<file path="config.mk">
export PLATFORM = sky130hd
export DESIGN_NAME = sls_device_flat
export DESIGN_NICKNAME = d
export VERILOG_FILES = /design/src/rtl/sls_pkg.sv /design/src/rtl/sls_link_if.sv /design/src/rtl/sls_device.sv /design/src/flat_wrapper.sv
export SDC_FILE = /design/constraint.sdc
export NUM_CORES = 1
export LEC_CHECK = 0
export BUFFER_PORTS_ARGS = -buffer_cell sky130_fd_sc_hd__buf_2
export CORE_MARGIN = 1
export CORE_UTILIZATION = 57
export CTS_BUF_LIST = sky130_fd_sc_hd__clkbuf_16
export DETAILED_ROUTE_END_ITERATION = 8
export PLACE_DENSITY = 0.88
export SETUP_SLACK_MARGIN = 0.05
export SLEW_MARGIN = 20
export SYNTH_ARGS = -nofsm -noshare
export SYNTH_HDL_FRONTEND = slang
export SYNTH_SLANG_ARGS = --single-unit
</file>
<file path="constraint.sdc">
create_clock -name clk -period 3.1 [get_ports clk]
set_input_delay 0.155 -clock clk [delete_from_list [all_inputs] [get_ports clk]]
set_output_delay 0.155 -clock clk [all_outputs]
set_load 0.01 [all_outputs]
</file>
<file path="src/rtl/sls_pkg.sv">
// Shared constants for the serial LED switch shifter link
package sls_pkg;
  localparam int CHANNELS = 12;
  localparam int CLK_PERIOD_NS = 8;
  localparam int SCK_PERIOD_MIN_NS = 1000;
  localparam int SCK_PHASE_MIN_NS = 480;
  localparam int DATA_HOLD_MIN_NS = 980;
  localparam int LATCH_HIGH_MIN_NS = 480;
  localparam int LATCH_DELAY_MIN_NS = 250;
  // Half period covers both the phase minimum and half the period minimum
  localparam int SCK_HALF_NS = (SCK_PERIOD_MIN_NS / 2 > SCK_PHASE_MIN_NS) ? SCK_PERIOD_MIN_NS / 2 : SCK_PHASE_MIN_NS;
  localparam int SCK_HALF_CYC = (SCK_HALF_NS + CLK_PERIOD_NS - 1) / CLK_PERIOD_NS;
  localparam int LATCH_HIGH_CYC = (LATCH_HIGH_MIN_NS + CLK_PERIOD_NS - 1) / CLK_PERIOD_NS;
  localparam int LATCH_DELAY_CYC = (LATCH_DELAY_MIN_NS + CLK_PERIOD_NS - 1) / CLK_PERIOD_NS;
  localparam int CNT_W = 8;
  localparam int BITS_W = 8;
  localparam logic [0:0] OE_DRIVE = 1'h0;
  localparam logic [0:0] OE_RELEASE = 1'h1;
endpackage

</file>
<file path="src/rtl/sls_link_if.sv">
// Three-wire serial link plus reset and disable between host and switch
`timescale 1ns/1ps
interface sls_link_if;
  logic sck;
  logic sdata;
  logic latch;
  logic reset_n;
  logic output_disable;
  logic cascade_data_out;
  modport host (
    output sck,
    output sdata,
    output latch,
    output reset_n,
    output output_disable,
    input  cascade_data_out
  );
  modport device (
    input  sck,
    input  sdata,
    input  latch,
    input  reset_n,
    input  output_disable,
    output cascade_data_out
  );
endinterface

</file>
<file path="src/rtl/sls_device.sv">
// Switch end: shift register, holding register and gated open-drain outputs
//
// Operation
// - Shift register followed by latched holding register
// - Reset low clears registers, outputs open
// - Host keeps reset low during power-up
// - Rising clock shifts data into 12 bits
// - Rising latch copies shift into holding
// - Holding keeps value until next latch
// - Frame MSB first; one means on
// - Disable high forces all outputs open
// - Disable high suspends over-temperature cutoff
// - Disable waveform modulates enabled outputs
// - Cascade output changes on falling clock
// - Two chained devices need 24 bits
// - Clock period and phases held minimum
// - Each data bit held minimum time
// - Latch high held minimum time
// - Latch rises after last clock delay
// - Over-temperature forces outputs off, auto-resumes
`timescale 1ns/1ps
module sls_device #(
  parameter int WIDTH = sls_pkg::CHANNELS
) (
  input  wire logic             clk,
  input  wire logic             sys_rst,
  sls_link_if.device            link,
  input  wire logic             over_temperature_cutoff,
  output logic [WIDTH-1:0]      drive_outputs_oe,
  output logic [WIDTH-1:0]      drive_outputs,
  output logic [WIDTH-1:0]      holding_state
);
  // Stage 0 takes the pin; stages 1 and 2 vote on a change
  logic [2:0]       sck_sync;
  logic [2:0]       sdata_sync;
  logic [2:0]       latch_sync;
  logic [2:0]       rstn_sync;
  logic [2:0]       dis_sync;
  logic [2:0]       hot_sync;
  logic             sck_level;
  logic             sdata_level;
  logic             latch_level;
  logic             rstn_level;
  logic             dis_level;
  logic             hot_level;
  logic [WIDTH-1:0] shift_reg;
  logic [WIDTH-1:0] hold_reg;
  logic             cascade_bit;

  // Level a filtered pin takes at the next edge
  function automatic logic filter_next(input logic [2:0] stages, input logic level);
    filter_next = (stages[1] == stages[2]) ? stages[2] : level;
  endfunction

  // Low to high step between two filtered levels
  function automatic logic went_high(input logic was_level, input logic now_level);
    went_high = now_level & ~was_level;
  endfunction

  // Three flip-flops on every pin from outside this clock
  always_ff @(posedge clk) begin
    if (sys_rst) begin
      sck_sync <= '0;
    end else begin
      sck_sync <= {sck_sync[1:0], link.sck};
    end
  end

  always_ff @(posedge clk) begin
    if (sys_rst) begin
      sdata_sync <= '0;
    end else begin
      sdata_sync <= {sdata_sync[1:0], link.sdata};
    end
  end

  always_ff @(posedge clk) begin
    if (sys_rst) begin
      latch_sync <= '0;
    end else begin
      latch_sync <= {latch_sync[1:0], link.latch};
    end
  end

  always_ff @(posedge clk) begin
    if (sys_rst) begin
      rstn_sync <= '0;
    end else begin
      rstn_sync <= {rstn_sync[1:0], link.reset_n};
    end
  end

  always_ff @(posedge clk) begin
    if (sys_rst) begin
      dis_sync <= 3'h7;
    end else begin
      dis_sync <= {dis_sync[1:0], link.output_disable};
    end
  end

  always_ff @(posedge clk) begin
    if (sys_rst) begin
      hot_sync <= '0;
    end else begin
      hot_sync <= {hot_sync[1:0], over_temperature_cutoff};
    end
  end

  // Filtered levels change only once stages 1 and 2 agree
  wire next_sck   = filter_next(sck_sync, sck_level);
  wire next_sdata = filter_next(sdata_sync, sdata_level);
  wire next_latch = filter_next(latch_sync, latch_level);
  wire next_rstn  = filter_next(rstn_sync, rstn_level);
  wire next_dis   = filter_next(dis_sync, dis_level);
  wire next_hot   = filter_next(hot_sync, hot_level);

  wire sck_rise   = went_high(sck_level, next_sck);
  wire sck_fall   = ~next_sck & sck_level;
  wire latch_rise = went_high(latch_level, next_latch);
  wire clear      = ~rstn_level;

  always_ff @(posedge clk) begin
    if (sys_rst) begin
      sck_level <= 1'h0;
    end else begin
      sck_level <= next_sck;
    end
  end

  always_ff @(posedge clk) begin
    if (sys_rst) begin
      sdata_level <= 1'h0;
    end else begin
      sdata_level <= next_sdata;
    end
  end

  always_ff @(posedge clk) begin
    if (sys_rst) begin
      latch_level <= 1'h0;
    end else begin
      latch_level <= next_latch;
    end
  end

  always_ff @(posedge clk) begin
    if (sys_rst) begin
      rstn_level <= 1'h0;
    end else begin
      rstn_level <= next_rstn;
    end
  end

  always_ff @(posedge clk) begin
    if (sys_rst) begin
      dis_level <= 1'h1;
    end else begin
      dis_level <= next_dis;
    end
  end

  always_ff @(posedge clk) begin
    if (sys_rst) begin
      hot_level <= 1'h0;
    end else begin
      hot_level <= next_hot;
    end
  end

  // Serial data enters the low end, oldest bit sits at the top
  wire [WIDTH-1:0] next_shift = {shift_reg[WIDTH-2:0], sdata_level};

  always_ff @(posedge clk) begin
    if (sys_rst || clear) begin
      shift_reg <= '0;
    end else if (sck_rise) begin
      shift_reg <= next_shift;
    end
  end

  always_ff @(posedge clk) begin
    if (sys_rst || clear) begin
      hold_reg <= '0;
    end else if (latch_rise) begin
      hold_reg <= shift_reg;
    end
  end

  always_ff @(posedge clk) begin
    if (sys_rst || clear) begin
      cascade_bit <= 1'h0;
    end else if (sck_fall) begin
      cascade_bit <= shift_reg[WIDTH-1];
    end
  end

  // Cutoff only counts while outputs are enabled
  wire thermal_off = hot_level & ~dis_level;
  wire [WIDTH-1:0] next_on = (clear | dis_level | thermal_off) ? '0 : hold_reg;

  always_ff @(posedge clk) begin
    if (sys_rst) begin
      drive_outputs_oe <= {WIDTH{sls_pkg::OE_RELEASE}};
    end else begin
      drive_outputs_oe <= ~next_on;
    end
  end

  assign drive_outputs         = '0;
  assign holding_state         = hold_reg;
  assign link.cascade_data_out = cascade_bit;
endmodule

</file>
<file path="src/flat_wrapper.sv">
// flat-port wrapper written by rule: the top's interface ports become plain ports
module sls_device_flat 
#(
  parameter int WIDTH = sls_pkg::CHANNELS
)
  (clk, sys_rst, over_temperature_cutoff, drive_outputs_oe, drive_outputs, holding_state, link_sck, link_sdata, link_latch, link_reset_n, link_output_disable, link_cascade_data_out);
  sls_link_if link_i ();
  input  wire logic clk;
  input  wire logic sys_rst;
  input  wire logic over_temperature_cutoff;
  output logic [WIDTH-1:0] drive_outputs_oe;
  output logic [WIDTH-1:0] drive_outputs;
  output logic [WIDTH-1:0] holding_state;
  input wire logic [$bits(link_i.sck)-1:0] link_sck;
  input wire logic [$bits(link_i.sdata)-1:0] link_sdata;
  input wire logic [$bits(link_i.latch)-1:0] link_latch;
  input wire logic [$bits(link_i.reset_n)-1:0] link_reset_n;
  input wire logic [$bits(link_i.output_disable)-1:0] link_output_disable;
  output wire logic [$bits(link_i.cascade_data_out)-1:0] link_cascade_data_out;
  assign link_i.sck = link_sck;
  assign link_i.sdata = link_sdata;
  assign link_i.latch = link_latch;
  assign link_i.reset_n = link_reset_n;
  assign link_i.output_disable = link_output_disable;
  assign link_cascade_data_out = link_i.cascade_data_out;
  sls_device #(.WIDTH(WIDTH)) u_core (.clk(clk), .sys_rst(sys_rst), .link(link_i), .over_temperature_cutoff(over_temperature_cutoff), .drive_outputs_oe(drive_outputs_oe), .drive_outputs(drive_outputs), .holding_state(holding_state));
endmodule
</file>
==> impl_metrics.csv, run 1 <==
group,metric,value,unit
status,status,"completed",
route,drtPass1Iterations,4,
cells_and_area,fill_cells,267,
synthesis,syn_area,2140,um2
timing,hold_viol,0,
floorplanning,die_y,63.3,um
cts,cts_num_sinks,61,
placed_design,io_buffers,32,
global_route,gr-usage-met2,30.0,%
cts,cts_buffers,9,
timing,slew_viol_final,0,
global_route,antenna_found_initial,0,
synthesis,ys_seq_area_share,57.0,%
worst_setup_path,reg2regPathDepth,4,
timing,finalSetupTns,0,ns
global_route,grt_pass1_vias,1199,
route,drt_iter0_drc,50,
global_route,grt_max_degree,52,
worst_setup_path,required,3.30,ns
floorplanning,dieArea,4000,um2
cells_and_area,diodes,0,
global_route,use_met1,18.3,%
cells_and_area,area_growth,15.8,%
route,num_vias,1324,
timing,fin_hold_ws,0.0217,ns
cts,cts_setup_buffers,0,
synthesis,yosysUniqueCellTypes,19,
cells_and_area,final_cell_mix,"dfxtp_1, buf_2, nand3b_1",
timing,final-setup-viol-count,0,
route,wl_per_cell,11.4,um
timing,relSlewSlack,50.7,%
cts,cts_resized,0,
cells_and_area,final_common_cell,"dfxtp_1",
route,ant_nets,0,
synthesis,synth-seq-cells,61,
synthesis,ys_top_cells_by_area,"dfxtp_1, mux2i_1, nand3b_1",
placed_design,hpwl,1900,um
cts,root_buffer,"clkbuf_16",
placed_design,gp_congestion,0.695,
floorplanning,row_count,21,
worst_setup_path,cp_max_fo,16,
power,irDropWorstVdd,0.000466,V
cells_and_area,drive_above_1_share,20.8,%
synthesis,synth_top_area_cell,"dfxtp_1",
timing,rsz0062_at_grt,"no",
worst_hold_path,whs_endpoint,"u_core.dis_sync[0]",
power,leakagePower,0.000953,uW
synthesis,syn-instance-count,190,
floorplanning,io_pins,45,
cts,ctsHoldBuffers,0,
synthesis,avgSynthCellArea,11.3,um2
route,drc_errors,0,
cts,cts_tree,"done",
worst_hold_path,holdPathStages,2,
worst_setup_path,rr_endpoint,"u_core.drive_outputs_oe[4]",
cts,clkSlewWorstSetupHoldPaths,0.05,ns
timing,tightest_slew,0.739,ns
floorplanning,fp.dieW,63.3,um
timing,min_period,1.50,ns
cts,worstSkewPairLatency,0.31,ns
worst_hold_path,hold_path_class,"primary input to register",
timing,fin_crit_sh,48.4,%
worst_setup_path,reg2reg_setup_slack,1.60,ns
worst_setup_path,cp.arrival,1.70,ns
worst_hold_path,min-delay-start,"link_output_disable",
cts,h-tree-depth,3,
global_route,overflow,0,
route,routed_wl,3100,um
worst_setup_path,crit_type,"register to register",
power,power-per-cell-area,662,nW/um2
global_route,track_usage,18.0,%
global_route,top_usage_layer,"met2",
global_route,use_met3,10.9,%
route,viasPerCell,4.87,
timing,finalClockSkew,0.00443,ns
cts,cts_max_path_buffers,2,
worst_setup_path,reg2reg_from,"u_core.rstn_level",
worst_setup_path,start_kind,"register",
cells_and_area,nets,229,
synthesis,yosysWarningCount,0,
run,drv_cap,0,
floorplanning,initial_core_util,61.7,%
synthesis,yosysTopAreaCellShare,57.0,%
timing,fmax,0.666,GHz
floorplanning,core_area,3470,um2
global_route,grt_pass1_wl,5290,um
worst_setup_path,crit_path_end_kind,"register",
==> worst max path at each step <==
stage,to,startpoint
after floorplan,u_core.drive_outputs_oe[10],u_core.dis_level
after global placement,u_core.drive_outputs_oe[11],u_core.rstn_level
after detailed placement,u_core.drive_outputs_oe[4],u_core.rstn_level
after CTS,u_core.drive_outputs_oe[4],u_core.rstn_level
after global routing,u_core.drive_outputs_oe[2],u_core.rstn_level
final,u_core.drive_outputs_oe[4],u_core.rstn_level
==> critical path, cell delays in order, from the launching register on <==
cell and delay [ns]:
dfxtp_1 0.57, buf_4 0.28, nor4b_2 0.22, buf_4 0.24
nand2_1 0.08
==> cells in the mapped netlist <==
cell and count:
buf_4 14, o21ai_0 5, nor4b_2 1, nor2_1 1, buf_6 3, and3b_1 2
or2_2 3, mux2i_1 25, nand2_1 17, nand3b_1 26, conb_1 1, clkbuf_1 5
buf_2 2, nor3b_1 1, nor2b_1 15, buf_12 1, a21oi_1 6, o21bai_1 1
dfxtp_1 61
==> metal layers <==
metal | vias up | routed length (um) | part of all wire, %
li1 | 671 | - | -
met1 | 615 | 1270 | 41
met2 | 34 | 1630 | 52
met3 | 4 | 180 | 5.8
met4 | 0 | 23 | 0.74
met5 | - | 0 | 0
==> where the power goes <==
group / internal [uW] / switching (uW)
Combinational: 14.3 / 17.5
Clock: 517 / 293
Sequential: 796 / 3.91
Total: 1330 / 314
==> final cells by class <==
| class | count | area, um2 | share of cell area, % |
|---|---|---|---|
| Sequential cell | 61 | 1220 | 49.3 |
| Tap cell | 46 | 57.6 | 2.32 |
| Clock buffer | 9 | 225 | 9.09 |
| Clock inverter | 7 | 26.3 | 1.06 |
| Multi-Input combinational cell | 115 | 773 | 31.2 |
| Timing Repair Buffer | 34 | 175 | 7.07 |
==> cells by family after synthesis <==
| group | Yosys count | synth area share, % |
|---|---|---|
| buffers and inverters | 25 | 8.77 |
| and+or+nand+nor | 66 | 19.4 |
| AOI/OAI and AO/OA | 12 | 2.92 |
| DFF | 61 | 57.0 |
| muxes | 25 | 11.7 |
| other | 1 | 0.175 |
==> metrics by stage <==
stage / utilization (%) / instance area (um2) / power, uW / setup slack, ns / std cells
final: 71.5 / 2480 / 1640 / 1.60 / 272
after CTS: 71.5 / 2480 / 1660 / 1.60 / 272
after detailed placement: 64.2 / 2230 / 847 / 1.60 / 256
after global placement: 64.2 / 2230 / 846 / 1.66 / 256
after global routing: 71.5 / 2480 / 1710 / 1.50 / 272
after floorplan: - / 2180 / 851 / 2.09 / 201
Power figures use the tool's default switching activity.
==> run 2: changes to the inputs <==
- ABC_AREA: not set -> 1
- CORE_UTILIZATION: 57 -> 52
- PLACE_DENSITY: 0.88 -> 0.82
- clock period: 3.1 -> 1.6 ns (I/O delays scaled with it)
==> run 2 against run 1 <==
Net effect:
- setup slack lost 1.2 ns
- utilization decreased by 2.5 points
- largest cell class unchanged
- cell area rose by 4.1%
- combinational power up 110%
- worst hold slack gained 0.12 ns
==> impl_metrics.csv, run 2 <==
group,metric,value,unit
global_route,overflow,0,
power,leakagePower,0.00110,uW
cts,cts_buffers,9,
cts,cts_num_sinks,61,
floorplanning,row_count,22,
global_route,antenna_found_initial,0,
floorplanning,core_area,3740,um2
cts,h-tree-depth,3,
timing,hold_viol,0,
timing,fin_hold_ws,0.141,ns
timing,finalClockSkew,0.00502,ns
synthesis,syn_area,2070,um2
placed_design,io_buffers,32,
timing,final.setup.worst_slack,0.440,ns
cells_and_area,ff_latch_area,1220,um2
synthesis,yosysUniqueCellTypes,21,
cells_and_area,final_cell_mix,"nor2_1, dfxtp_1, buf_2",
cts,root_buffer,"clkbuf_16",
route,ant_nets,0,
route,num_vias,1556,
cts,cts_max_path_buffers,2,
synthesis,synth-edff-count,0,
floorplanning,dieArea,4230,um2
cells_and_area,fill_cells,284,
synthesis,dominantRegCellSynth,"dfxtp_1",
cts,cts_tree,"done",
floorplanning,fp.dieW,65.0,um
global_route,grt_max_degree,26,
worst_setup_path,start_kind,"register",
worst_setup_path,required,1.81,ns
floorplanning,initial_core_util,55.2,%
power,irDropWorstVdd,0.000853,V
cells_and_area,fin_util,68.9,%
worst_setup_path,cp_max_fo,15,
cells_and_area,multiInputGateArea,623,um2
synthesis,syn-instance-count,246,
placed_design,dpl_worst_slack,0.433,ns
timing,fin_crit_sh,72.5,%
timing,slew_viol_final,0,
synthesis,synth_top_area_cell,"dfxtp_1",
route,drt_iter0_drc,80,
power,power-per-cell-area,1450,nW/um2
route,routed_wl,3540,um
route,drtPass1Iterations,4,
synthesis,yosysTopAreaCellShare,59.1,%
cells_and_area,diodes,0,
synthesis,synth-seq-cells,61,
synthesis,avgSynthCellArea,8.40,um2
cells_and_area,final_common_cell,"nor2_1",
floorplanning,io_pins,45,
route,viasPerCell,4.56,
route,wl_per_cell,10.4,um
worst_setup_path,crit_path_end_kind,"register",
worst_setup_path,crit_type,"register to register",
synthesis,yosysMostFrequentCell,"nor2_1",
synthesis,synthArstFlopShare,0,%
synthesis,yosys-top-cells-count,"nor2_1, dfxtp_1, inv_1",
synthesis,yosysWarningCount,0,
status,status,"completed",
cells_and_area,nets,296,
floorplanning,die_y,65.0,um
cells_and_area,area_growth,24.9,%
cts,cts_resized,0,
worst_hold_path,hold_path_class,"primary input to register",
timing,fmax,0.862,GHz
placed_design,hpwl,2180,um
synthesis,ys_top_cells_by_area,"dfxtp_1, nor2_1, buf_4",
placed_design,gp_congestion,0.737,
run,drv_cap,0,
global_route,grt_pass1_vias,1426,
global_route,grt_pass1_wl,6150,um
cts,worstSkewPairLatency,0.32,ns
timing,rsz0062_at_grt,"no",
timing,final-setup-viol-count,0,
timing,min_period,1.16,ns
timing,finalSetupTns,0,ns
cells_and_area,drive_above_1_share,19.1,%
cts,clkSlewWorstSetupHoldPaths,0.05,ns
route,drc_errors,0,
global_route,track_usage,20.1,%
synthesis,ys_seq_area_share,59.1,%
worst_setup_path,cp.arrival,1.37,ns
[run 2: changes by cell type after synthesis, sizes merged, moves of 5 or more]
cell / delta
mux2i: -25
nor2: +70
nor2b: -15
o21ai: +17
nand2: +9
nand3b: -26
clkbuf: -5
inv: +30
[run 2: cell families (layout without fill, tap and decap cells)]
group	after synthesis	count (layout)	synth area share (%)
buffers and inverters	50	86	12.7
and+or+nand+nor	106	106	21.2
other	1	12	0.182
AOI/OAI and AO/OA	28	28	6.78
DFF	61	61	59.1
[run 2: worst paths after layout]
check / start / endpoint / slack, ns / cells past startpoint
hold / removal: sys_rst / u_core.sdata_sync[1] / 0.14 / 2
setup reg to reg: u_core.latch_level / u_core.holding_state[1] / 0.44 / 5
hold reg to reg: u_core.sdata_sync[0] / u_core.sdata_sync[1] / 0.39 / 2
setup / recovery: u_core.latch_level / u_core.holding_state[1] / 0.44 / 5
[run 2: cell type report]
cell class | instances | area share, %
Multi-Input combinational cell | 146 | 24.2
Inverter | 31 | 4.51
Clock inverter | 7 | 4.12
Sequential cell | 61 | 47.3
Clock buffer | 9 | 8.73
Timing Repair Buffer | 39 | 8.83
Tap cell | 48 | 2.33
[run 2: metrics by stage]
stage                     cells  instance area [um2]  power (uW)
after CTS                   341                 2580        3770
after global routing        341                 2580        3850
after floorplan             257                 2110        1640
after global placement      319                 2190        1630
after detailed placement    319                 2190        1630
final                       341                 2580        3740
[run 2: routing by layer]
layer,wire [um],GRT usage (%),vias up,share of wire (%)
li1,-,-,806,-
met1,1550,21.7,698,44
met2,1700,32.6,39,48
met3,195,8.98,13,5.5
met4,92,11.4,0,2.6
met5,0,0,-,0
[run 2: worst max-delay path, cell delays in order (launching register included)]
cell and delay, ns:
dfxtp_1 0.34, inv_1 0.05, nand3_2 0.17, clkinv_1 0.26, nor2_1 0.16, nor2_1 0.06
[run 2: report_power, final]
group	internal (uW)	switching [uW]
sequential	1540	9.81
combinational	26.5	41.1
clock	1500	622
total	3070	673
[run 2: repair_timing]
action,4_1_cts,5_1_grt
hold endpoints to repair,6,0
setup buffers,0,0
hold buffers,6,0
